<file path="src/rtl/sirqa_defines.svh">
// constants of the serialized interrupt slave agent
// assumes inclusion by the agent package and modules only
`ifndef SIRQA_DEFINES_SVH
`define SIRQA_DEFINES_SVH

// synchroniser: {device requests[4:0], management interrupt (low active), bus pin}
`define SIRQA_SYNC_W        7
`define SIRQA_SYNC_RST      7'h03
`define SIRQA_SYNC_PIN      0
`define SIRQA_SYNC_SMI      1
`define SIRQA_SYNC_REQ_LO   2
`define SIRQA_SYNC_REQ_HI   6

// interrupt routing
`define SIRQA_NUM_DEV       5
`define SIRQA_NUM_LINES     16
`define SIRQA_SEL_W         4

// slot numbering: slot n carries line n-1
`define SIRQA_SLOT_INIT     5'h01
`define SIRQA_SLOT_FIRST    5'h02
`define SIRQA_SLOT_LAST     5'h10
`define SIRQA_SLOT_MAX      5'h1F
`define SIRQA_SMI_LINE      2
`define SIRQA_LINE_MASK     16'hFFFE

// management enable register bit positions
`define SIRQA_EN_SERIAL_BIT 6
`define SIRQA_EN_PIN_BIT    7

// stop pulse widths in clocks
`define SIRQA_STOP_QUIET    2'h2
`define SIRQA_STOP_MIN      2'h2
`define SIRQA_RUN_MAX       2'h3

// reset values
`define SIRQA_SENT_RST      16'hFFFF

`endif

</file>
<file path="src/rtl/sirqa_pkg.sv">
// types of the serialized interrupt slave agent
// assumes the defines header is on the include path
package sirqa_pkg;

   typedef enum logic [1:0] {
      ST_IDLE   = 2'b00,
      ST_REQ    = 2'b01,
      ST_START  = 2'b10,
      ST_ACTIVE = 2'b11
   } sirqa_state_e;

   typedef enum logic [1:0] {
      PH_SAMPLE = 2'b00,
      PH_REC    = 2'b01,
      PH_TA     = 2'b10
   } sirqa_phase_e;

   // interrupt number selected per function: 0 fdc, 1 parallel, 2 serial 1, 3 serial 2, 4 keyboard
   typedef struct packed {
      logic [4:0][3:0] sel;
   } sirqa_route_s;

   typedef struct packed {
      logic [6:0] ff1;
      logic [6:0] ff2;
   } sirqa_sync_s;

   typedef struct packed {
      sirqa_state_e state;
      sirqa_phase_e ph;
      logic [4:0]   slot;
      logic [1:0]   low_run;
      logic         prev;
      logic         quiet;
      logic         drove_low;
      logic [15:0]  sent;
      logic         oe_n;
      logic         out;
      logic         mgmt_n;
      logic         busy;
   } sirqa_st_s;

endpackage

</file>
<file path="src/rtl/sirqa_agent.sv">
// serialized interrupt slave agent: reports interrupt line levels in time slots on a shared wire
// assumes a host controller on the same clock and an external pull-up that resolves the wire
//
// How it works
// - quiet idle bus: request a cycle by one low clock, then release, never high
// - never start a frame while a cycle runs; idle only between stop and start
// - quiet mode: any undelivered line change makes the agent request a start frame
// - continuous mode: only the host starts cycles, the agent stays passive
// - the mode changes only at a stop frame, never mid cycle
// - after reset the mode is continuous, so the agent never requests first
// - measure every stop pulse low width to choose the next cycle's mode
// - find the start pulse rising edge and count data frames from it
// - each data frame is sample, recovery, turn-around, one clock each
// - in own sample phase drive low only if captured level is low
// - in recovery drive high one clock exactly when low was driven before
// - release the wire in every turn-around phase
// - drive the slots in every cycle, whoever started it
// - slot n sample falls 3n-1 clocks after the start rising edge
// - enable bit 6 gates management interrupt into slot, bit 7 onto its pin
// - slot 14 carries interrupt 13; every function can select interrupt 13
// - two clock stop selects quiet; requests allowed from second clock after rise
// - three clock stop selects continuous; no requests after it
// - drive and sample the wire only on the rising clock edge
// - wire released during reset; reset enters continuous idle
`timescale 1ns/1ps
`include "sirqa_defines.svh"

module sirqa_agent (
   input  wire logic                      clk_i,
   input  wire logic                      rst_n_i,
   input  wire logic                      serirq_i,
   output logic                           serirq_o,
   output logic                           serirq_oe_n_o,
   input  wire logic [`SIRQA_NUM_DEV-1:0] dev_req_i,
   input  wire sirqa_pkg::sirqa_route_s   route_i,
   input  wire logic                      mgmt_interrupt_n_i,
   input  wire logic [7:0]                mgmt_enable_i,
   output logic                           mgmt_interrupt_out_n_o,
   output logic                           quiet_mode_o,
   output logic                           cycle_active_o
);

   sirqa_pkg::sirqa_st_s        st_reg;
   sirqa_pkg::sirqa_st_s        st_next;
   logic [`SIRQA_SYNC_W-1:0]    sync_q;
   logic                        bus_s;
   logic                        smi_s;
   logic [`SIRQA_NUM_DEV-1:0]   req_s;
   logic                        smi_gate;
   logic [`SIRQA_NUM_LINES-1:0] lvl;
   logic                        pending;
   logic                        rise;

   // pin and interrupt lines pass two flops
   sirqa_sync u_sync (
      .clk_i   (clk_i),
      .rst_n_i (rst_n_i),
      .d_i     ({dev_req_i, mgmt_interrupt_n_i, serirq_i}),
      .q_o     (sync_q)
   );

   assign bus_s    = sync_q[`SIRQA_SYNC_PIN];
   assign smi_s    = sync_q[`SIRQA_SYNC_SMI];
   assign req_s    = sync_q[`SIRQA_SYNC_REQ_HI:`SIRQA_SYNC_REQ_LO];
   assign smi_gate = mgmt_enable_i[`SIRQA_EN_SERIAL_BIT] ? smi_s : 1'b1;

   // line k, 1 to 15, is low while any function routed to k requests; line 0 stays high
   assign lvl[0] = 1'b1;
   for (genvar k = 1; k < `SIRQA_NUM_LINES; k++) begin : g_line
      logic [`SIRQA_NUM_DEV-1:0] hit;
      for (genvar d = 0; d < `SIRQA_NUM_DEV; d++) begin : g_dev
         assign hit[d] = req_s[d] & (route_i.sel[d] == `SIRQA_SEL_W'(k));
      end
      if (k == `SIRQA_SMI_LINE) begin : g_smi
         assign lvl[k] = ~(|hit) & smi_gate;
      end else begin : g_irq
         assign lvl[k] = ~(|hit);
      end
   end

   // a change is pending until its slot has carried the new level
   assign pending = |((lvl ^ st_reg.sent) & `SIRQA_LINE_MASK);
   assign rise    = bus_s & ~st_reg.prev;

   always_comb begin
      logic [4:0] slot_n;
      logic [3:0] idx;
      st_next         = st_reg;
      slot_n          = (st_reg.slot == `SIRQA_SLOT_MAX) ? st_reg.slot : st_reg.slot + 5'h01;
      idx             = 4'(slot_n - 5'h01);
      st_next.prev    = bus_s;
      st_next.low_run = bus_s ? 2'h0 :
                        (st_reg.low_run == `SIRQA_RUN_MAX) ? st_reg.low_run : st_reg.low_run + 2'h1;
      st_next.oe_n    = 1'b1;
      st_next.out     = 1'b1;
      st_next.mgmt_n  = mgmt_enable_i[`SIRQA_EN_PIN_BIT] ? smi_s : 1'b1;
      unique case (st_reg.state)
         sirqa_pkg::ST_IDLE: begin
            if (!bus_s) begin
               st_next.state = sirqa_pkg::ST_START;
            end else if (st_reg.quiet && pending && st_reg.prev) begin
               st_next.state = sirqa_pkg::ST_REQ;
               st_next.oe_n  = 1'b0;
               st_next.out   = 1'b0;
            end
         end
         sirqa_pkg::ST_REQ: begin
            st_next.state = sirqa_pkg::ST_START;
         end
         sirqa_pkg::ST_START: begin
            if (rise) begin
               st_next.state     = sirqa_pkg::ST_ACTIVE;
               st_next.ph        = sirqa_pkg::PH_REC;
               st_next.slot      = `SIRQA_SLOT_INIT;
               st_next.drove_low = 1'b0;
            end
         end
         sirqa_pkg::ST_ACTIVE: begin
            if (rise && (st_reg.low_run >= `SIRQA_STOP_MIN)) begin
               st_next.state     = sirqa_pkg::ST_IDLE;
               st_next.quiet     = (st_reg.low_run == `SIRQA_STOP_QUIET);
               st_next.drove_low = 1'b0;
            end else begin
               unique case (st_reg.ph)
                  sirqa_pkg::PH_SAMPLE: begin
                     st_next.ph = sirqa_pkg::PH_REC;
                     if (st_reg.drove_low) begin
                        st_next.oe_n = 1'b0;
                        st_next.out  = 1'b1;
                     end
                  end
                  sirqa_pkg::PH_REC: begin
                     st_next.ph        = sirqa_pkg::PH_TA;
                     st_next.drove_low = 1'b0;
                  end
                  sirqa_pkg::PH_TA: begin
                     st_next.ph   = sirqa_pkg::PH_SAMPLE;
                     st_next.slot = slot_n;
                     if ((slot_n >= `SIRQA_SLOT_FIRST) && (slot_n <= `SIRQA_SLOT_LAST)) begin
                        st_next.sent[idx] = lvl[idx];
                        if (!lvl[idx]) begin
                           st_next.oe_n      = 1'b0;
                           st_next.out       = 1'b0;
                           st_next.drove_low = 1'b1;
                        end
                     end
                  end
                  default: begin
                     st_next.ph = sirqa_pkg::PH_SAMPLE;
                  end
               endcase
            end
         end
      endcase
      st_next.busy = (st_next.state != sirqa_pkg::ST_IDLE);
   end

   always_ff @(posedge clk_i or negedge rst_n_i) begin
      if (!rst_n_i) begin
         st_reg.state     <= sirqa_pkg::ST_IDLE;
         st_reg.ph        <= sirqa_pkg::PH_SAMPLE;
         st_reg.slot      <= `SIRQA_SLOT_INIT;
         st_reg.low_run   <= 2'h0;
         st_reg.prev      <= 1'b1;
         st_reg.quiet     <= 1'b0;
         st_reg.drove_low <= 1'b0;
         st_reg.sent      <= `SIRQA_SENT_RST;
         st_reg.oe_n      <= 1'b1;
         st_reg.out       <= 1'b1;
         st_reg.mgmt_n    <= 1'b1;
         st_reg.busy      <= 1'b0;
      end else begin
         st_reg <= st_next;
      end
   end

   assign serirq_o               = st_reg.out;
   assign serirq_oe_n_o          = st_reg.oe_n;
   assign mgmt_interrupt_out_n_o = st_reg.mgmt_n;
   assign quiet_mode_o           = st_reg.quiet;
   assign cycle_active_o         = st_reg.busy;
endmodule

</file>
<file path="src/rtl/sirqa_sync.sv">
// two-stage synchroniser for the agent's pin and interrupt inputs
// assumes inputs may change at any time relative to clk_i
`timescale 1ns/1ps
`include "sirqa_defines.svh"

module sirqa_sync (
   input  wire logic                     clk_i,
   input  wire logic                     rst_n_i,
   input  wire logic [`SIRQA_SYNC_W-1:0] d_i,
   output logic      [`SIRQA_SYNC_W-1:0] q_o
);

   sirqa_pkg::sirqa_sync_s st_reg;
   sirqa_pkg::sirqa_sync_s st_next;

   always_comb begin
      st_next     = st_reg;
      st_next.ff1 = d_i;
      st_next.ff2 = st_reg.ff1;
   end

   always_ff @(posedge clk_i or negedge rst_n_i) begin
      if (!rst_n_i) begin
         st_reg.ff1 <= `SIRQA_SYNC_RST;
         st_reg.ff2 <= `SIRQA_SYNC_RST;
      end else begin
         st_reg <= st_next;
      end
   end

   assign q_o = st_reg.ff2;

endmodule

</file>
<file path="config.mk">
export PLATFORM = sky130hd
export DESIGN_NAME = sirqa_agent
export DESIGN_NICKNAME = d
export VERILOG_FILES = /design/src/rtl/sirqa_pkg.sv /design/src/rtl/sirqa_agent.sv /design/src/rtl/sirqa_sync.sv
export VERILOG_INCLUDE_DIRS = /design/src /design/src/rtl
export SDC_FILE = /design/constraint.sdc
export NUM_CORES = 1
export LEC_CHECK = 0
export ABC_CLOCK_PERIOD_IN_PS = 9500
export BUFFER_PORTS_ARGS = -buffer_cell sky130_fd_sc_hd__buf_4
export CORE_UTILIZATION = 55
export DETAILED_ROUTE_END_ITERATION = 6
export PLACE_DENSITY_LB_ADDON = 0.15
export SLEW_MARGIN = 20
export SYNTH_ARGS = -nofsm -noshare
export SYNTH_HDL_FRONTEND = slang
export SYNTH_SLANG_ARGS = --single-unit
</file>
<file path="constraint.sdc">
create_clock -name clk_i -period 9.5 [get_ports clk_i]
set_clock_uncertainty 0.15 [all_clocks]
set_input_delay 1.425 -clock clk_i [delete_from_list [all_inputs] [get_ports clk_i]]
set_output_delay 1.425 -clock clk_i [all_outputs]
set_load 0.02 [all_outputs]
</file>
After elaboration in Yosys (flattened, before gate mapping)
Cells that the tools add are included.
{"block": "classes", "add_sub_neg": 3, "order_cmp": 5, "eq_ne": 90, "muxes": 32, "bitwise": 95, "reduce_logical": 30}
{"operator": "== test 4 bit, second input constant", "count": 40}
{"operator": "== test 4 x 3 -> 1 bit, second input constant", "count": 20}
{"operator": "bitwise AND 1 bit", "count": 77}
{"operator": "OR reduction 5 bit", "count": 15}
{"operator": "== test 4 x 2 -> 1 bit, second input constant", "count": 10}
{"operator": "== test 4 x 1 -> 1 bit, second input constant", "count": 5}
{"operator": "two-way mux 2 bit", "count": 10}
{"operator": "two-way mux 19 bit", "count": 1}
{"operator": "inverter 1 bit", "count": 17}
{"operator": "bitwise mux 16 bit", "count": 1}
{"operator": "XOR 16 bit", "count": 1}
{"operator": "OR reduction 15 bit", "count": 1}
{"operator": "one-hot mux 7 bit (2 select lines)", "count": 1}
{"operator": "one-hot mux 2 bit (2 select lines)", "count": 3}
{"operator": "== test 2 bit, second input constant", "count": 5}
{"operator": "two-way mux 5 bit", "count": 2}
{"operator": "two-way mux 9 bit", "count": 1}
{"operator": "!= test 4 bit, second input constant", "count": 2}
{"operator": "one-hot mux 2 bit (4 select lines)", "count": 1}
{"operator": "AND reduction 4 bit", "count": 2}
{"operator": "two-way mux 1 bit", "count": 7}
{"operator": "two-way mux 7 bit", "count": 1}
{"operator": "adder 5 x 1 -> 5 bit, second input constant", "count": 1}
{"operator": "== test 5 bit, second input constant", "count": 1}
{"operator": "20 further kinds", "count": 30}
{"block": "totals", "register_bits": 48, "inputBits": 37, "out_inout_bits": 5, "wordCells": 269}

Depth between registers and ports, before layout
{"block": "depth", "depth_word": 13, "ltp_mapped": 13, "depth_no_buf": 12}

By module
From an unflattened synthesis, not the netlist that was laid out.
{"block": "unflattened", "cells_unflattened": 365, "hier_area_um2": 3331.9}
{"module": "sirqa_agent", "instances": 1, "cells_per_inst": 351, "area_per_inst_um2": 2976.6, "seq_area_each_um2": 850.8}
{"module": "sirqa_sync", "instances": 1, "cells_per_inst": 14, "area_per_inst_um2": 355.3, "seq_area_each_um2": 355.3}

Worst setup path before layout
No wires, ideal clock.
{"block": "synth_path", "path_type": "in2reg", "startpoint": "input port route_i[1] (netlist name)", "endpoint": "register st_reg (netlist bit serirq_o)", "setup_ns": 0.062, "t_arrival_ns": 3.332, "path_slack_ns": 5.957, "path_stages": 9, "path_cell_list": "nand3b_1 nor3_1 or4_1 mux4_2 o32a_1 o31ai_4 buf_6 o21ai_1 nand2_1"}
{"element": "start: declaration", "line": "sirqa_agent.sv:35", "text": "input wire sirqa_pkg::sirqa_route_s route_i,"}
{"element": "end signal: assignment", "line": "sirqa_agent.sv:173", "text": "st_reg <= st_next;"}
{"element": "end: declaration", "line": "sirqa_agent.sv:43", "text": "sirqa_pkg::sirqa_st_s st_reg;"}

==> impl_results.rst <==
.. list-table::
   :header-rows: 1

   * - Metric
     - Value
   * - Count of buffers from port buffering
     - 35
   * - Cell Chain, Critical Path
     - ha_1 > nand4_1 > xor2_2 > clkinv_1 > ha_1 > o41ai_1 > o41ai_1 > nand4_1 > nor3_1 > nand2_1 > mux2_2
   * - DP HPWL
     - 5732 um
   * - Run status
     - finished, final reports clean
   * - Share of flip-flops with an asynchronous set or reset
     - 1.000
   * - Layout cell share with drive strength beyond 1
     - 0.2139
   * - Cell Rows
     - 27
   * - TritonCTS buffer count
     - 5
   * - Initial Utilization
     - 0.5700
   * - Total Die Area
     - about 6000 um2
   * - Worst setup path class
     - reg -> reg
   * - Levels on crit path
     - 11
   * - Peak ir drop on the vdd network
     - around 0.00017 V
   * - CP Buf/Inv Count
     - 1
   * - Net switching share of the total power
     - 0.4289
   * - Initial antenna violation count
     - 0
   * - Overall global routing resource usage
     - 0.2687
   * - Startpoint of the worst register-to-register path
     - st_reg[25]
   * - Via-per-instance ratio
     - ~6.3
   * - Hold violation total from the final report
     - 0
   * - Arr. time, crit path
     - about 4.0 ns
   * - Largest stage delay, worst path
     - 0.63 ns
   * - Reported net switching power
     - ~0.00031 W
   * - Slew Limit Headroom
     - 0.5362
   * - Top Ports
     - 42
   * - Avg Inst Size Synth
     - just over 9 um2
   * - FMAX
     - around 260 MHz
   * - Slack of the worst reg-to-reg path
     - 5.63 ns
   * - Total standard cell area after synthesis
     - 3119 um2
   * - Core box area
     - around 5500 um2
   * - Largest delay contributor family on the critical path
     - simple AND/OR/NAND/NOR gates
   * - Area growth from synthesis to layout
     - 13.52%
   * - Die Height
     - 77.31 um
   * - Number of violations of the max-capacitance limit
     - 0
   * - Clock tree from TritonCTS
     - done
   * - Clock insertion delay at the later pin of the skew report
     - 0.30 ns
   * - Endpoint required time on the critical path
     - 9.58 ns
   * - Total power per unit cell area
     - 206.9 nW/um2
   * - Leakage power figure
     - between 1 and 1.5 nW
   * - Design Power
     - between 0.0007 and 0.0008 W
   * - Internal power
     - 0.0004184 W
   * - Largest fanout on the critical path
     - 8
   * - Final RePlAce weighted congestion
     - 0.9739
   * - Vias after detailed routing
     - ~2,800
   * - Critical Path Sink Type
     - flop
   * - Count of buffers added by post-CTS timing repair for setup
     - 0
   * - Clock Tree Root
     - sky130_fd_sc_hd__clkbuf_8
   * - Clock period minus final worst setup slack
     - 3.868 ns
   * - Cells after synthesis
     - 335
   * - Kind of path behind the tightest hold check
     - reg -> reg
   * - Final setup TNS
     - 0 ns
   * - Maximum number of buffers from clock root to sink
     - 2
   * - Cell type with the largest total area after synthesis
     - sky130_fd_sc_hd__dfstp_2
   * - Most used flip-flop cell after synthesis
     - sky130_fd_sc_hd__dfstp_2
   * - Global route overflow
     - 0
   * - Clock-pin slew reported for the worst setup and hold paths after clock tree synthesis
     - 0.09 ns
   * - Synthesized flop and latch total
     - 47
   * - Worst r2r path cells
     - 11
   * - Slew @ Worst Pin
     - between 0.6 and 0.7 ns
   * - CP Launch Point
     - st_reg[25]
   * - Per-cell routed wire length
     - between 15 and 20 um
   * - Number of sinks handled by clock tree synthesis
     - between 40 and 50
   * - Count of endpoints failing setup in the final report
     - 0
   * - Comb power frac
     - 0.489
   * - Standard cell with the maximum stage delay on the critical path
     - sky130_fd_sc_hd__dfstp_2
   * - Relative contribution of the clock network to total power
     - 0.168
   * - Via count of the first global-routing pass
     - roughly 2,600
   * - Routed Wire Length
     - ~7500 um
   * - Count of distinct cell types in the synthesized netlist
     - 50
   * - Drt drc
     - 0
   * - Number of H-tree levels
     - 2
   * - Unrepaired setup endpoints after global routing
     - false
   * - Count of antenna-violating nets left after detailed routing
     - 0
   * - Number of flops mapped to enable cells by yosys
     - 0
   * - Maximum number of pins on one net before global-route repair
     - between 40 and 50
   * - Final critical-path share of the clock period
     - 0.4072
   * - Top post-synthesis cells by area
     - sky130_fd_sc_hd__dfstp_2 (20%), sky130_fd_sc_hd__dfrtp_1 (18%), sky130_fd_sc_hd__ha_1 (6.0%)
   * - Die outline width
     - 77.31 um
   * - First-iteration detailed-routing DRC count
     - around 290
   * - Sequential area share after synthesis
     - 0.3867
   * - Gates resized, CTS repair
     - 0
   * - Wire length of the first global-routing pass
     - 12,600 um
   * - Detailed-router iteration count before antenna repair
     - 5
   * - Final Max Slew Viols
     - 0
   * - Diode count
     - 0
   * - Part of the total power dissipated in sequential elements
     - 0.343
   * - Post-Syn Nets
     - 387
   * - Hold-fix buffers, CTS
     - 0
   * - Net count, final
     - between 400 and 500
   * - Critical path startpoint category
     - flop
   * - Number of synthesis warnings
     - 0
   * - Fraction of post-synthesis cell area in the top cell type by area
     - 0.2022
## layout make-up
type | count | area (um2)
Tap cell | 72 | 90.09
Clock inverter | 3 | 22.52
Inverter | 13 | 48.80
Sequential cell | 47 | 1206
Clock buffer | 5 | 68.82
Fill cell | 487 | 1932
Timing Repair Buffer | 35 | 262.8
Multi-Input combinational cell | 271 | 1842
## synth_stat cells (2+ instances only)
| library cell | instances |
|---|---|
| sky130_fd_sc_hd__mux2i_1 | 4 |
| sky130_fd_sc_hd__nor3_1 | 22 |
| sky130_fd_sc_hd__dfstp_2 | 24 |
| sky130_fd_sc_hd__nand2_1 | 33 |
| sky130_fd_sc_hd__or3_1 | 5 |
| sky130_fd_sc_hd__and3_1 | 2 |
| sky130_fd_sc_hd__a22oi_1 | 2 |
| sky130_fd_sc_hd__nor2_1 | 23 |
| sky130_fd_sc_hd__mux2_1 | 8 |
| sky130_fd_sc_hd__o22ai_1 | 24 |
| sky130_fd_sc_hd__o41ai_1 | 3 |
| sky130_fd_sc_hd__nand4_1 | 6 |
| sky130_fd_sc_hd__xnor2_1 | 13 |
| sky130_fd_sc_hd__nand3b_1 | 10 |
| sky130_fd_sc_hd__or2_1 | 2 |
| sky130_fd_sc_hd__o32a_1 | 2 |
| sky130_fd_sc_hd__inv_1 | 12 |
| sky130_fd_sc_hd__mux2_2 | 8 |
| sky130_fd_sc_hd__dfrtp_1 | 23 |
| sky130_fd_sc_hd__xor2_1 | 6 |
| sky130_fd_sc_hd__nand2b_1 | 12 |
| sky130_fd_sc_hd__clkbuf_1 | 3 |
| sky130_fd_sc_hd__o32ai_1 | 6 |
| sky130_fd_sc_hd__o21ai_0 | 9 |
| sky130_fd_sc_hd__nand3_1 | 13 |
| sky130_fd_sc_hd__or3b_1 | 4 |
| sky130_fd_sc_hd__a211oi_1 | 3 |
| sky130_fd_sc_hd__nor4_1 | 3 |
| sky130_fd_sc_hd__o21ai_1 | 4 |
| sky130_fd_sc_hd__ha_1 | 15 |
| sky130_fd_sc_hd__a21oi_1 | 12 |
## metal layers
metal,up-vias,GRT usage,wire length [um]
met5,-,0,0
met4,0,0.07925,78
met3,10,0.05000,573
met2,129,0.4133,3485
met1,1353,0.3835,3347
li1,1323,-,-
## cells in the final DEF (no fill, tap or decap), types with 2 or more instances in the layout
cell,instances
sky130_fd_sc_hd__a211oi_1,3
sky130_fd_sc_hd__a21oi_1,12
sky130_fd_sc_hd__a22oi_1,2
sky130_fd_sc_hd__and3_1,2
sky130_fd_sc_hd__buf_4,35
sky130_fd_sc_hd__clkbuf_8,5
sky130_fd_sc_hd__dfrtp_1,23
sky130_fd_sc_hd__dfstp_2,24
sky130_fd_sc_hd__ha_1,15
sky130_fd_sc_hd__inv_1,12
sky130_fd_sc_hd__mux2_1,8
sky130_fd_sc_hd__mux2_2,8
sky130_fd_sc_hd__mux2i_1,4
sky130_fd_sc_hd__nand2_1,33
sky130_fd_sc_hd__nand2b_1,12
sky130_fd_sc_hd__nand3_1,13
sky130_fd_sc_hd__nand3b_1,10
sky130_fd_sc_hd__nand4_1,6
sky130_fd_sc_hd__nor2_1,23
sky130_fd_sc_hd__nor3_1,22
sky130_fd_sc_hd__nor4_1,3
sky130_fd_sc_hd__o21ai_0,9
sky130_fd_sc_hd__o21ai_1,4
sky130_fd_sc_hd__o22ai_1,24
sky130_fd_sc_hd__o32a_1,2
sky130_fd_sc_hd__o32ai_1,6
sky130_fd_sc_hd__o41ai_1,3
sky130_fd_sc_hd__or2_1,2
sky130_fd_sc_hd__or3_1,5
sky130_fd_sc_hd__or3b_1,4
sky130_fd_sc_hd__xnor2_1,13
sky130_fd_sc_hd__xor2_1,6
## worst min path at each step
stage                            startpoint            end  slack [ns]  cells past startpoint
final                     u_sync.st_next[3]  u_sync.q_o[3]        0.20                      0
after global routing      u_sync.st_next[3]  u_sync.q_o[3]        0.21                      0
after CTS                 u_sync.st_next[3]  u_sync.q_o[3]        0.21                      0
after detailed placement  u_sync.st_next[3]  u_sync.q_o[3]        0.18                      0
after global placement    u_sync.st_next[3]  u_sync.q_o[3]        0.18                      0
after floorplan           u_sync.st_next[2]  u_sync.q_o[2]        0.18                      0
## kinds of logic after synthesis
group                    share of synthesized area
XOR/XNOR                                   0.05857
flip-flops                                  0.3867
multiplexers                               0.07782
AO/OA/AOI/OAI                               0.1568
AND/OR/NAND/NOR                             0.2371
buffers and inverters                      0.02286
adder cells (fa/ha/maj)                    0.06017
## per-stage QoR
| stage | worst slack, ns | instance area, um2 | cells | util | hold WS (ns) |
|---|---|---|---|---|---|
| CTS | 5.651 | 3541 | 446 | 0.6470 | 0.2071 |
| global route | 5.311 | 3541 | 446 | 0.6470 | 0.2081 |
| detailed placement | 5.498 | 3450 | 438 | 0.6303 | 0.1847 |
| global placement | 5.480 | 3450 | 438 | 0.6303 | 0.1828 |
| floorplan | 5.957 | 3119 | 335 | - | 0.1812 |
| finish | 5.632 | 3541 | 446 | 0.6470 | 0.2032 |
## power by group through the flow
stage | clock, W | sequential [W] | combinational (W)
2_1_floorplan | 0 | 0.000259 | 0.000266
3_3_place_gp | 0 | 0.000253 | 0.000345
3_5_place_dp | 0 | 0.000255 | 0.000353
4_1_cts | 0.000128 | 0.000251 | 0.000356
5_1_grt | 0.000135 | 0.000255 | 0.000396
6_report | 0.000123 | 0.000251 | 0.000358
(Power assumes the default switching activity.)
